==> src/rtl/rate_spi_pkg.sv <==
// Constants shared by the rate-sensor serial slave port
package rate_spi_pkg;
  localparam int          FRAME_BITS     = 16;
  localparam int          CNT_W          = 5;
  localparam int          ADDR_W         = 7;
  localparam int          DATA_W         = 16;
  localparam int          REG_WORDS      = 64;
  // Frame field positions
  localparam int          WR_FLAG_BIT    = 15;
  localparam int          ADDR_MSB       = 14;
  localparam int          ADDR_LSB       = 8;
  localparam int          BYTE_MSB       = 7;
  // Reset values
  localparam logic [15:0] TX_RESET       = 16'h0000;
  localparam logic [15:0] TICK_RESET     = 16'h0000;
  // Autonomous sample period, in core clocks
  localparam int          SAMPLE_PERIOD  = 64;
  // Stall time between frames the master must keep, for reference
  localparam int          STALL_NORMAL_US = 9;
  localparam int          STALL_LOWPWR_US = 12;
endpackage : rate_spi_pkg

==> src/rtl/pin_sync.sv <==
// Two-flop synchroniser for a bundle of pin inputs
`timescale 1ns/1ps
`default_nettype none
module pin_sync #(
  parameter int WIDTH = 3
) (
  input  wire logic             core_clk_i,
  input  wire logic             rst_i,
  input  wire logic             ce_i,
  input  wire logic [WIDTH-1:0] pins_i,
  input  wire logic [WIDTH-1:0] reset_val_i,
  output logic      [WIDTH-1:0] synced_o
);
  logic [WIDTH-1:0] stage1;
  logic [WIDTH-1:0] next_stage1;
  logic [WIDTH-1:0] next_synced;

  // First stage feeds only the second stage
  always_comb begin
    next_stage1 = ce_i ? pins_i : stage1;
    next_synced = ce_i ? stage1 : synced_o;
  end

  // Reset values are constants at the instance
  always_ff @(posedge core_clk_i) begin
    if (rst_i) begin
      stage1   <= reset_val_i;
      synced_o <= reset_val_i;
    end else begin
      stage1   <= next_stage1;
      synced_o <= next_synced;
    end
  end
endmodule : pin_sync
`default_nettype wire

==> src/rtl/rate_spi_slave.sv <==
// Serial slave port of the rate sensor, with a small autonomous register core
// What this block does
// - The port runs clock idle high, sampling on rising and shifting on falling edges.
// - Chip select is active low and traffic is honoured only while it is low.
// - The first output bit appears when chip select falls, before any clock edge.
// - Later output bits change only after a falling serial clock edge.
// - Input bits are captured on rising serial clock edges.
// - With chip select high the serial output is released to high impedance.
// - The core updates its one sample word (word 2) continuously without any command.
// - A read uses two frames: command and address first, the data in the next frame.
// - A write frame carries one byte and acts right after the sixteenth rising edge.
// - A 7-bit address picks a 16-bit word, either byte address selecting it for a read.
`timescale 1ns/1ps
`default_nettype none
module rate_spi_slave
  import rate_spi_pkg::*;
#(
  parameter int PERIOD = SAMPLE_PERIOD
) (
  input  wire logic core_clk_i,
  input  wire logic rst_i,
  input  wire logic ce_i,
  input  wire logic sclk_i,
  input  wire logic cs_n_i,
  input  wire logic sdi_i,
  output logic      sdo_o,
  output logic      sdo_oe_o,
  output logic      frame_done_o,
  output logic      write_strobe_o
);
  typedef enum logic [1:0] {
    IDLE  = 2'b00,
    SHIFT = 2'b01,
    DONE  = 2'b10
  } port_state_t;

  logic [2:0] synced;
  logic       sclk_s;
  logic       cs_n_s;
  logic       sdi_s;

  // Pins come from the master's domain; two flops before use
  pin_sync #(.WIDTH(3)) u_sync (
    .core_clk_i  (core_clk_i),
    .rst_i       (rst_i),
    .ce_i        (ce_i),
    .pins_i      ({sclk_i, cs_n_i, sdi_i}),
    .reset_val_i (3'h6),
    .synced_o    (synced)
  );
  assign sclk_s = synced[2];
  assign cs_n_s = synced[1];
  assign sdi_s  = synced[0];

  // Word index from a byte address: both byte addresses hit one word
  function automatic logic [5:0] word_index(input logic [ADDR_W-1:0] a);
    word_index = a[ADDR_W-1:1];
  endfunction

  port_state_t         state;
  port_state_t         next_state;
  logic                sclk_q;
  logic                cs_n_q;
  logic [DATA_W-1:0]   rx;
  logic [DATA_W-1:0]   next_rx;
  logic [DATA_W-1:0]   tx;
  logic [DATA_W-1:0]   next_tx;
  logic [CNT_W-1:0]    bits;
  logic [CNT_W-1:0]    next_bits;
  logic [DATA_W-1:0]   pending;
  logic [DATA_W-1:0]   next_pending;
  logic                next_sdo;
  logic                next_sdo_oe;
  logic                next_done;
  logic                next_wstb;
  logic [DATA_W-1:0]   regs [REG_WORDS];
  logic [DATA_W-1:0]   tick;
  logic [DATA_W-1:0]   next_tick;
  logic [7:0]          period_cnt;
  logic [7:0]          next_period_cnt;
  logic                do_write;
  logic [5:0]          wr_idx;
  logic                wr_hi;
  logic [7:0]          wr_byte;

  // Edge flops reset to the pins' idle levels, so no false edge follows reset.
  // Edges are seen two or three core clocks late; the link clock must stay at
  // each level for several core clocks or an edge is lost.
  wire rise    = sclk_s & ~sclk_q;
  wire fall    = ~sclk_s & sclk_q;
  wire cs_fall = ~cs_n_s & cs_n_q;

  // The first clock fall of a frame shifts nothing: the top bit was launched by
  // the select edge and must still stand at the first rise. A frame cut short by
  // select rising leaves pending alone, so the next frame returns the same word.
  // Frame engine: load on select, shift on clock edges
  always_comb begin
    next_state   = state;
    next_rx      = rx;
    next_tx      = tx;
    next_bits    = bits;
    next_pending = pending;
    next_sdo     = sdo_o;
    next_sdo_oe  = ~cs_n_s;
    next_done    = 1'b0;
    next_wstb    = 1'b0;
    do_write     = 1'b0;
    case (state)
      IDLE: begin
        if (cs_fall) begin
          next_tx    = pending;
          next_sdo   = pending[DATA_W-1];
          next_bits  = '0;
          next_state = SHIFT;
        end
      end
      SHIFT: begin
        if (cs_n_s) begin
          next_state = IDLE;        // Short frame is dropped
        end else if (rise) begin
          next_rx   = {rx[DATA_W-2:0], sdi_s};
          next_bits = bits + 5'h01;
          if (bits == 5'(FRAME_BITS - 1)) begin
            next_state = DONE;
            next_done  = 1'b1;
            if (next_rx[WR_FLAG_BIT]) begin
              do_write  = 1'b1;
              next_wstb = 1'b1;
            end
            next_pending = regs[word_index(next_rx[ADDR_MSB:ADDR_LSB])];
          end
        end else if (fall && bits != 5'h00) begin
          next_tx  = {tx[DATA_W-2:0], 1'b0};
          next_sdo = tx[DATA_W-2];
        end
      end
      DONE: begin
        if (cs_n_s) begin
          next_state = IDLE;
        end
      end
      default: next_state = IDLE;
    endcase
  end

  // Registers only; next values come from the frame engine above, the edge flops from the synced pins.
  // Clock enable low holds the whole port, pin synchroniser included.
  always_ff @(posedge core_clk_i) begin
    if (rst_i) begin
      state          <= IDLE;
      sclk_q         <= 1'b1;
      cs_n_q         <= 1'b1;
      rx             <= '0;
      tx             <= TX_RESET;
      bits           <= '0;
      pending        <= TX_RESET;
      sdo_o          <= 1'b0;
      sdo_oe_o       <= 1'b0;
      frame_done_o   <= 1'b0;
      write_strobe_o <= 1'b0;
    end else if (ce_i) begin
      state          <= next_state;
      sclk_q         <= sclk_s;
      cs_n_q         <= cs_n_s;
      rx             <= next_rx;
      tx             <= next_tx;
      bits           <= next_bits;
      pending        <= next_pending;
      sdo_o          <= next_sdo;
      sdo_oe_o       <= next_sdo_oe;
      frame_done_o   <= next_done;
      write_strobe_o <= next_wstb;
    end
  end

  // Autonomous core: a running sample word refreshed every period
  // The 8-bit period counter limits PERIOD to 256 core clocks; it stands still
  // with the rest of the block while the clock enable is low.
  always_comb begin
    next_period_cnt = period_cnt + 8'h01;
    next_tick       = tick;
    if (period_cnt == 8'(PERIOD - 1)) begin
      next_period_cnt = 8'h00;
      next_tick       = tick + 16'h0001;
    end
  end

  always_ff @(posedge core_clk_i) begin
    if (rst_i) begin
      period_cnt <= 8'h00;
      tick       <= TICK_RESET;
    end else if (ce_i) begin
      period_cnt <= next_period_cnt;
      tick       <= next_tick;
    end
  end

  // Word that mirrors the running sample counter; writes aimed at it are dropped
  localparam logic [5:0] TICK_WORD = 6'h02;

  // Byte write into the word store; word 2 mirrors the sample counter
  assign wr_idx  = word_index(next_rx[ADDR_MSB:ADDR_LSB]);
  assign wr_hi   = next_rx[ADDR_LSB];
  assign wr_byte = next_rx[BYTE_MSB:0];

  // Memory holds no reset; contents are undefined until written.
  // Pending is read at the same edge that a write lands, so a write frame
  // hands back the addressed word as it stood before the write.
  always_ff @(posedge core_clk_i) begin
    if (ce_i) begin
      regs[TICK_WORD] <= tick;
      if (do_write && wr_idx != TICK_WORD) begin
        if (wr_hi) begin
          regs[wr_idx][15:8] <= wr_byte;
        end else begin
          regs[wr_idx][7:0] <= wr_byte;
        end
      end
    end
  end
endmodule : rate_spi_slave
`default_nettype wire

==> config.mk <==
export PLATFORM = sky130hd
export DESIGN_NAME = rate_spi_slave
export DESIGN_NICKNAME = d
export VERILOG_FILES = /design/src/rtl/rate_spi_pkg.sv /design/src/rtl/pin_sync.sv /design/src/rtl/rate_spi_slave.sv
export SDC_FILE = /design/constraint.sdc
export NUM_CORES = 1
export LEC_CHECK = 0
export BUFFER_PORTS_ARGS = -buffer_cell sky130_fd_sc_hd__buf_4
export CORE_MARGIN = 1
export CORE_UTILIZATION = 25
export CTS_BUF_LIST = sky130_fd_sc_hd__clkbuf_2 sky130_fd_sc_hd__clkbuf_4 sky130_fd_sc_hd__clkbuf_8
export CTS_CLUSTER_SIZE = 25
export DETAILED_ROUTE_END_ITERATION = 6
export PLACE_DENSITY = 0.38
export SYNTH_ARGS = -nofsm -noshare
export SYNTH_HDL_FRONTEND = slang
export SYNTH_HIERARCHICAL = 1
export SYNTH_SLANG_ARGS = --single-unit
export TNS_END_PERCENT = 30
==> constraint.sdc <==
create_clock -name core_clk_i -period 4.4 [get_ports core_clk_i]
set_input_delay 0.44 -clock core_clk_i [delete_from_list [all_inputs] [get_ports core_clk_i]]
set_output_delay 0.44 -clock core_clk_i [all_outputs]
set_load 0.005 [all_outputs]
## Word level (Yosys, flattened, before mapping)

Memories as Yosys holds them, arrays and structs flattened. A register that Yosys moved wholly into a read port is not among the register bits.
Cells that the tools add are included.

| operators by class | value |
|---|---|
| bitwise logic cells | 6 |
| eq/ne operators | 13 |
| reductions and logical operators | 10 |
| mux-type cells | 43 |
| $add $sub $neg | 3 |

Operator list:

| kind | count |
|---|---|
| 15-bit two-way mux | 7 |
| 15-bit case mux with 2 select lines | 1 |
| 1-bit two-way mux | 23 |
| 16-bit by 1-bit adder with 16-bit output (second input constant) | 1 |
| 5-bit two-way mux | 3 |
| 5-bit AND reduction | 3 |
| 2-bit two-way mux | 5 |
| 2-bit inequality test (second input constant) | 5 |
| 5-bit case mux with 2 select lines | 1 |
| 8-bit by 1-bit adder with 8-bit output (second input constant) | 1 |
| 8-bit by 6-bit equality test with 1-bit output (second input constant) | 1 |
| 8-bit two-way mux | 1 |
| 3-bit by 2-bit inequality test with 1-bit output (second input constant) | 2 |
| 6-bit by 2-bit inequality test with 1-bit output (second input constant) | 1 |
| 2-bit case mux with 3 select lines | 1 |
| 6-bit AND reduction | 1 |
| 5-bit by 1-bit adder with 5-bit output (second input constant) | 1 |
| 5-bit by 4-bit equality test with 1-bit output (second input constant) | 1 |
| 5-bit nonzero test | 1 |
| 1-bit bitwise AND | 3 |
| 1-bit NOT | 3 |
| 2-bit by 1-bit equality test with 1-bit output (second input constant) | 1 |
| 2-bit equality test (second input constant) | 1 |
| 1-bit logical AND | 2 |
| other kinds (5) | 5 |

| word-level totals | value |
|---|---|
| flip-flop bits (word level) | 73 |
| memories | 1 |
| input bits | 6 |
| bits in writable memories | 1024 |

Memories:

| name | depth | bits a word | rd ports | clocked after Yosys merged registers in | write ports | RTL line | RTL |
|---|---|---|---|---|---|---|---|
| regs | 64 | 16 | 1 | 1 | 2 | rate_spi_slave.sv:76 | `logic [DATA_W-1:0] regs [REG_WORDS];` |

## Logic depth before layout (Yosys ltp)

Gate-level depths: netlist of the first run.

| logic depth | value |
|---|---|
| word-level depth | 10 |
| depth in mapped cells | 10 |
| depth with buffers taken out | 8 |

## Hierarchy

The synthesis of the first run kept the hierarchy.

Modules (own cells, without submodules):

| module | cells each | times used | area each (µm²) | sequential area each (µm²) |
|---|---|---|---|---|
| rate_spi_slave | 2333 | 1 | 43329.1 | 32411.1 |
| pin_sync | 14 | 1 | 287.8 | 180.2 |

## Worst setup path after synthesis of the first run

Ideal clock, no wire load.

| timing path | value |
|---|---|
| path kind | register to register |
| start point | register u_sync.synced_o[1] |
| end point | memory regs[0][0], data pin |
| required time | 3.894 ns |
| arrival | 2.945 ns |
| stages on the path, launching flop included | 7 |
| clock period less this slack | 3.451 ns |
| setup slack | 0.949 ns |
| buffers on the path | 2 |
| path through | edfxtp_1 buf_2 or3b_4 buf_2 nor2_2 nand2_1 nand2_1 |

RTL lines:

| what | RTL line | RTL |
|---|---|---|
| start, declared | pin_sync.sv:12 | `output logic [WIDTH-1:0] synced_o` |
| start signal, assigned | pin_sync.sv:28 | `synced_o <= reset_val_i;` |
| start signal, assigned | pin_sync.sv:31 | `synced_o <= next_synced;` |
| end, declared | rate_spi_slave.sv:76 |  |

==> flow_summary.json, run 1 <==
{
  "status": "finished clean",
  "mostFrequentLayoutCell": "edfxtp_1",
  "pin_count": 10,
  "layout-drive-gt1-share_pct": 27.8,
  "yosys_warnings": 6,
  "track_usage_pct": 13.4,
  "cp_top_family": "simple AND/OR/NAND/NOR gates",
  "use_met2_pct": 22.0,
  "cts.repair.resized": 0,
  "fin_skew_ns": 0.0502,
  "top_usage_layer": "met2",
  "avgSynthCellArea_um2": 18.6,
  "r2r_start": "bits[0]",
  "reg2reg_slack_ns": 0.73,
  "grt_pass1_wl_um": 169000,
  "cp_max_fo": 8,
  "grt_overflow": 0,
  "wl_per_cell_um": 23.3,
  "powerDensity_nw_per_um2": 426,
  "gp_congestion": 0.785,
  "hold_violations": 0,
  "hold_class": "in -> reg",
  "hp-start": "ce_i",
  "synth-edff-count": 1030,
  "finalCritPeriodShare_pct": 83.4,
  "crit_chain": "ha_1, and3_1, ha_1, nand4b_1, or2_4, nor3_4, or4b_1, nor2_1",
  "cp_data_required_time_ns": 4.92,
  "vdd_drop_max_uv": 260,
  "via_count": 22400,
  "slowest_stage": "or4b_1",
  "cts_inserted_buffers": 193,
  "cts_buffer_depth": 3,
  "vias_per_cell": 4.45,
  "cts_hold_buf": 4,
  "ys_seq_area_share_pct": 74.7,
  "dieArea_um2": 176000,
  "cp_common_cell": "ha_1",
  "portBuffers": 9,
  "fin_tns_setup_ns": 0,
  "die_x_um": 420,
  "dpl_cell_area_um2": 47400,
  "stdcell_area_um2": 51500,
  "ys_async_sr_fraction_pct": 0,
  "cts-root-buf": "clkbuf_8",
  "rsz0062_at_grt": "false",
  "yosys.cell_types.count": 67,
  "wl_um": 117000,
  "synth-seq-cells": 1113,
  "first_global_vias": 23500,
  "ant_nets": 0,
  "coreArea_um2": 172000,
  "tritoncts": "yes",
  "drt_iter0_markers": 1505,
  "reg2reg_to": "regs[24][13]",
  "drt_first_pass_iters": 5,
  "grt_antenna_before_repair": 5,
  "setup_viol": 0,
  "arrival_ns": 4.19,
  "synth_flop_cell": "edfxtp_1",
  "start_util_pct": 25.3,
  "cts.sinks": 1113,
  "startpoint_type": "flop",
  "syn-cell-area_um2": 43600,
  "use_met1_pct": 17.9,
  "crit_buf_inv": 0,
  "die_h_um": 420,
  "clkTransAtPathRegs_ns": 0.06,
  "drv_slew": 0,
  "worst_slew_pin_slew_ns": 1.18,
  "fmax_mhz": 272,
  "use_met3_pct": 2.60,
  "rows": 152,
  "r2r.worst_path.cells": 8,
  "slowest_delay_ns": 0.80,
  "post_cts.repair.setup_buffers": 0,
  "grt_max_degree": 74,
  "finalNetCount": 2573,
  "slew_headroom_pct": 20.5,
  "hold_depth": 5,
  "final_core_util_pct": 29.9,
  "area_growth_syn_to_layout_pct": 18.1,
  "timing.final.crit_period_ns": 3.67,
  "worst_setup_path_end_kind": "flop",
  "ctsHtreeMaxLevel": 4,
  "worstHoldEndpoint": "period_cnt[6]",
  "drc": 0,
  "worstSkewPairLatency_ns": 0.90,
  "path_class": "reg -> reg",
  "p_leak_uw": 0.0164,
  "final_cell_mix": "1030 x edfxtp_1, 208 x nor2_1, 203 x clkbuf_8",
  "drv_cap": 0,
  "hpwl_um": 74600,
  "syn_inst": 2347
}
[sequential cells by signal, summed over array words and instances, names as in the netlist]
| name | cells |
|---|---|
| tx | 15 |
| period_cnt | 8 |
| pending | 16 |
| state | 2 |
| frame_done_o | 1 |
| bits | 5 |
| rx | 15 |
| regs | 1024 |
| cs_n_q | 1 |
| sdo_o | 1 |
| u_sync/synced_o | 3 |
| tick | 16 |
| write_strobe_o | 1 |
| u_sync/stage1 | 3 |
| sdo_oe_o | 1 |
| sclk_q | 1 |
[worst max path at each step]
| stage | to | startpoint | depth (start not counted) |
|---|---|---|---|
| after floorplan | regs[0][0] | u_sync/synced_o[1] | 6 |
| after global placement | regs[10][13] | state[0] | 7 |
| after detailed placement | regs[24][14] | bits[0] | 8 |
| after CTS | regs[48][11] | bits[0] | 8 |
| after global routing | regs[48][9] | bits[0] | 8 |
| final | regs[24][13] | bits[0] | 8 |
[tightest hold or removal path, delay by kind of cell]
family | cells | cell delay [ns]
xor+xnor | 1 | 0.13
buf+inv | 1 | 0.16
simple gates | 3 | 0.31
[power by group]
part | internal (µW) | switching [µW] | leakage, µW
combinational | 82.2 | 317 | 0.00358
sequential | 11600 | 29.0 | 0.0106
clock | 5620 | 4300 | 0.00218
total | 17300 | 4640 | 0.0164
[cell type report]
type                       count  area [µm²]
antenna                        3        7.51
clock buffer                 282        3390
clock inverter                79         712
fill                       17000      121000
inverter                      12        45.0
multi-input combinational   1072       10400
sequential                  1113       32600
tap                         2310        2890
timing repair buffer         170        1490
[per-layer routing]
layer  vias up  wire length, µm
met5         -                0
met3       172             5160
met1     11700            52800
li1       9986                -
met2       538            56900
met4         0             2530
[Yosys cell counts (10+ instances only)]
cell	n	share of area, %
edfxtp_1	1030	71
nor4_1	22	0.32
nand2b_1	10	0.14
dfxtp_1	83	3.8
nand2_1	78	0.67
or3_1	10	0.14
inv_1	12	0.10
nor2_1	209	1.8
a2111o_1	15	0.39
mux2i_1	170	3.9
a22oi_1	45	0.77
mux2_2	32	0.83
nor3_1	11	0.13
a21oi_1	30	0.34
nand3_1	20	0.23
buf_1	19	0.16
a311oi_1	23	0.46
clkbuf_1	72	0.62
mux4_2	193	10
xnor2_1	11	0.22
o22ai_1	66	0.95
o221ai_1	15	0.30
buf_2	59	0.68
[cell families after synthesis]
logic type               count (synthesis)  synth area share [%]
AND/OR/NAND/NOR                        412                  4.38
flip-flops                            1113                  74.7
buffers and inverters                  166                  1.64
other                                    2                0.0172
XOR/XNOR                                20                 0.402
adder cells (fa/ha/maj)                  5                 0.143
multiplexers                           401                  14.9
AO/OA/AOI/OAI                          228                  3.79
[stage by stage]
step	power (µW)	std cells	worst slack, ns	hold slack (ns)
floorplan	12100	2351	0.949	0.439
global placement	12300	4673	0.780	0.452
detailed placement	12300	4673	0.755	0.450
CTS	22300	5038	0.712	0.0868
global route	22800	5041	0.529	0.157
finish	22000	5041	0.729	0.202
Note: power is estimated with default switching activity, not from simulation.
==> inputs of run 2 (changes only) <==
--- a/config.mk
+++ b/config.mk
@@ -11,7 +11,7 @@
 export CTS_BUF_LIST = sky130_fd_sc_hd__clkbuf_2 sky130_fd_sc_hd__clkbuf_4 sky130_fd_sc_hd__clkbuf_8
 export CTS_CLUSTER_SIZE = 25
 export DETAILED_ROUTE_END_ITERATION = 6
-export PLACE_DENSITY = 0.38
+export PLACE_DENSITY = 0.4
 export SYNTH_ARGS = -nofsm -noshare
 export SYNTH_HDL_FRONTEND = slang
 export SYNTH_HIERARCHICAL = 1
==> constraint.sdc (replaced) <==
create_clock -name core_clk_i -period 3.15 [get_ports core_clk_i]
set_input_delay 0.315 -clock core_clk_i [delete_from_list [all_inputs] [get_ports core_clk_i]]
set_output_delay 0.315 -clock core_clk_i [all_outputs]
set_load 0.005 [all_outputs]
==> run 2 against run 1 <==
Core utilization is 0.54 points higher. Non-clock buffer count rose by 107. Die area stayed put. First-iteration DRC count is 10% higher. Routed wire length rose by 0.78%. Clock power is 33% higher. Maximum frequency is 21% higher. Sequential share of layout area is 1.1 points lower. Count of clock-buffer cells in the layout decreased by 31.
==> flow_summary.json, run 2 (synthesis results as in run 1) <==
{
  "hpwl_um": 74400,
  "rsz0062_at_grt": "true",
  "worst_setup_path_end_kind": "flop",
  "finalNetCount": 2677,
  "grt_antenna_before_repair": 5,
  "regMostFlops": "regs",
  "mostFrequentLayoutCell": "edfxtp_1",
  "via_count": 22900,
  "clkTransAtPathRegs_ns": 0.06,
  "cts_buffer_depth": 3,
  "cts-root-buf": "clkbuf_8",
  "hold_violations": 0,
  "dpl_cell_area_um2": 48400,
  "powerDensity_nw_per_um2": 573,
  "p_leak_uw": 0.0169,
  "arrival_ns": 3.80,
  "fmax_mhz": 329,
  "finalCritPeriodShare_pct": 96.4,
  "fin_skew_ns": 0.0348,
  "die_x_um": 420,
  "vias_per_cell": 4.45,
  "layout-drive-gt1-share_pct": 30.4,
  "largest_reg_flops": 1024,
  "grt_pass1_wl_um": 172000,
  "status": "finished clean",
  "startpoint_type": "flop",
  "area_growth_syn_to_layout_pct": 20.3,
  "rows": 152,
  "die_h_um": 420,
  "pin_count": 10,
  "worstSkewPairLatency_ns": 0.91,
  "ant_nets": 0,
  "worst_slew_pin_slew_ns": 0.795,
  "start_util_pct": 25.3,
  "drc": 0,
  "track_usage_pct": 13.5,
  "path_class": "reg -> reg",
  "cp_data_required_time_ns": 3.91,
  "top_regs": "regs (1024), pending (16), tick (16)",
  "hold_slack_ns": 0.289,
  "grt_max_degree": 81,
  "timing.final.crit_period_ns": 3.04,
  "final_cell_mix": "1030 x edfxtp_1, 237 x buf_4, 194 x clkbuf_8",
  "first_global_vias": 24100,
  "cts.sinks": 1113,
  "portBuffers": 9,
  "hold_class": "in -> reg",
  "ctsHtreeMaxLevel": 4,
  "coreArea_um2": 172000,
  "drt_first_pass_iters": 5,
  "tritoncts": "yes",
  "cts_inserted_buffers": 190,
  "gp_congestion": 0.836,
  "stdcell_area_um2": 52500,
  "drv_slew": 0,
  "dieArea_um2": 176000,
  "wl_um": 118000,
  "cp_max_fo": 18,
  "vdd_drop_max_uv": 431,
  "fin_tns_setup_ns": 0,
  "grt_overflow": 0,
  "drv_cap": 0,
  "slew_headroom_pct": 47.0,
  "setup_viol": 0,
  "wl_per_cell_um": 23.0,
  "drt_iter0_markers": 1655
}
run 2: cell types whose count changed in the layout (fill, tap and decap cells not counted), sizes merged:
cell	previous run	this run
buf	166	272
clkbuf	282	251
clkinv	57	83
bufinv	11	8
clkinvlp	3	0
inv	20	23
dlygate4sd3	4	5
run 2: critical path: stages (launching register included):
cell and delay (ns):
dfxtp_4 0.62, buf_12 0.25, mux4_2 0.53, mux2_2 0.33
a22oi_1 0.31, o221ai_1 0.36, a2111o_1 0.46
run 2: path summary, 6_finish.rpt:
path / slack (ns) / cells past startpoint / end / from
max reg2reg: 0.11 / 6 / pending[1] / rx[10]
min reg2reg: 0.47 / 1 / pending[14] / pending[14]
min: 0.29 / 3 / u_sync/stage1[2] / sclk_i
max: 0.11 / 6 / pending[1] / rx[10]
run 2: metal layers:
metal / global-route usage (%) / routed length [µm] / vias up / share of wire (%)
li1: - / - / 10200 / -
met5: 0 / 0 / - / 0
met2: 21.7 / 56300 / 560 / 48
met1: 18.3 / 53900 / 12000 / 46
met3: 2.48 / 5090 / 207 / 4.3
met4: 4.36 / 2990 / 0 / 2.5
run 2: layout make-up:
cell class	count	area (µm²)
diodes	3	7.51
clock buffers	251	3100
clock inverters	102	764
fillers	16800	120000
inverters	12	45.0
multi-input cells	1072	10500
flip-flops and latches	1113	32600
well taps	2310	2890
repair buffers	277	2530
run 2: metrics by stage:
stage	setup slack, ns	util [%]	instances	total power, µW
final	0.115	30.4	5140	30100
after global routing	-0.0508	30.4	5138	31200
after CTS	0.0324	30.3	5133	30600
after detailed placement	-0.171	28.0	4775	17200
after global placement	-0.158	28.0	4775	17200
after floorplan	0.146	-	2351	16900
run 2: repair_timing:
action | 4_1_cts | 5_1_grt
gates resized for setup | 6 | 24
hold buffers | 5 | 0
endpoints found under the setup margin | 13 | 391
buffers inserted | 0 | 4
pin swaps | 1 | 3
endpoints found under the hold margin | 83 | 0
run 2: report_power, final:
part	switching, µW	internal (µW)
sequential	32.2	16200
combinational	461	143
clock	6060	7140
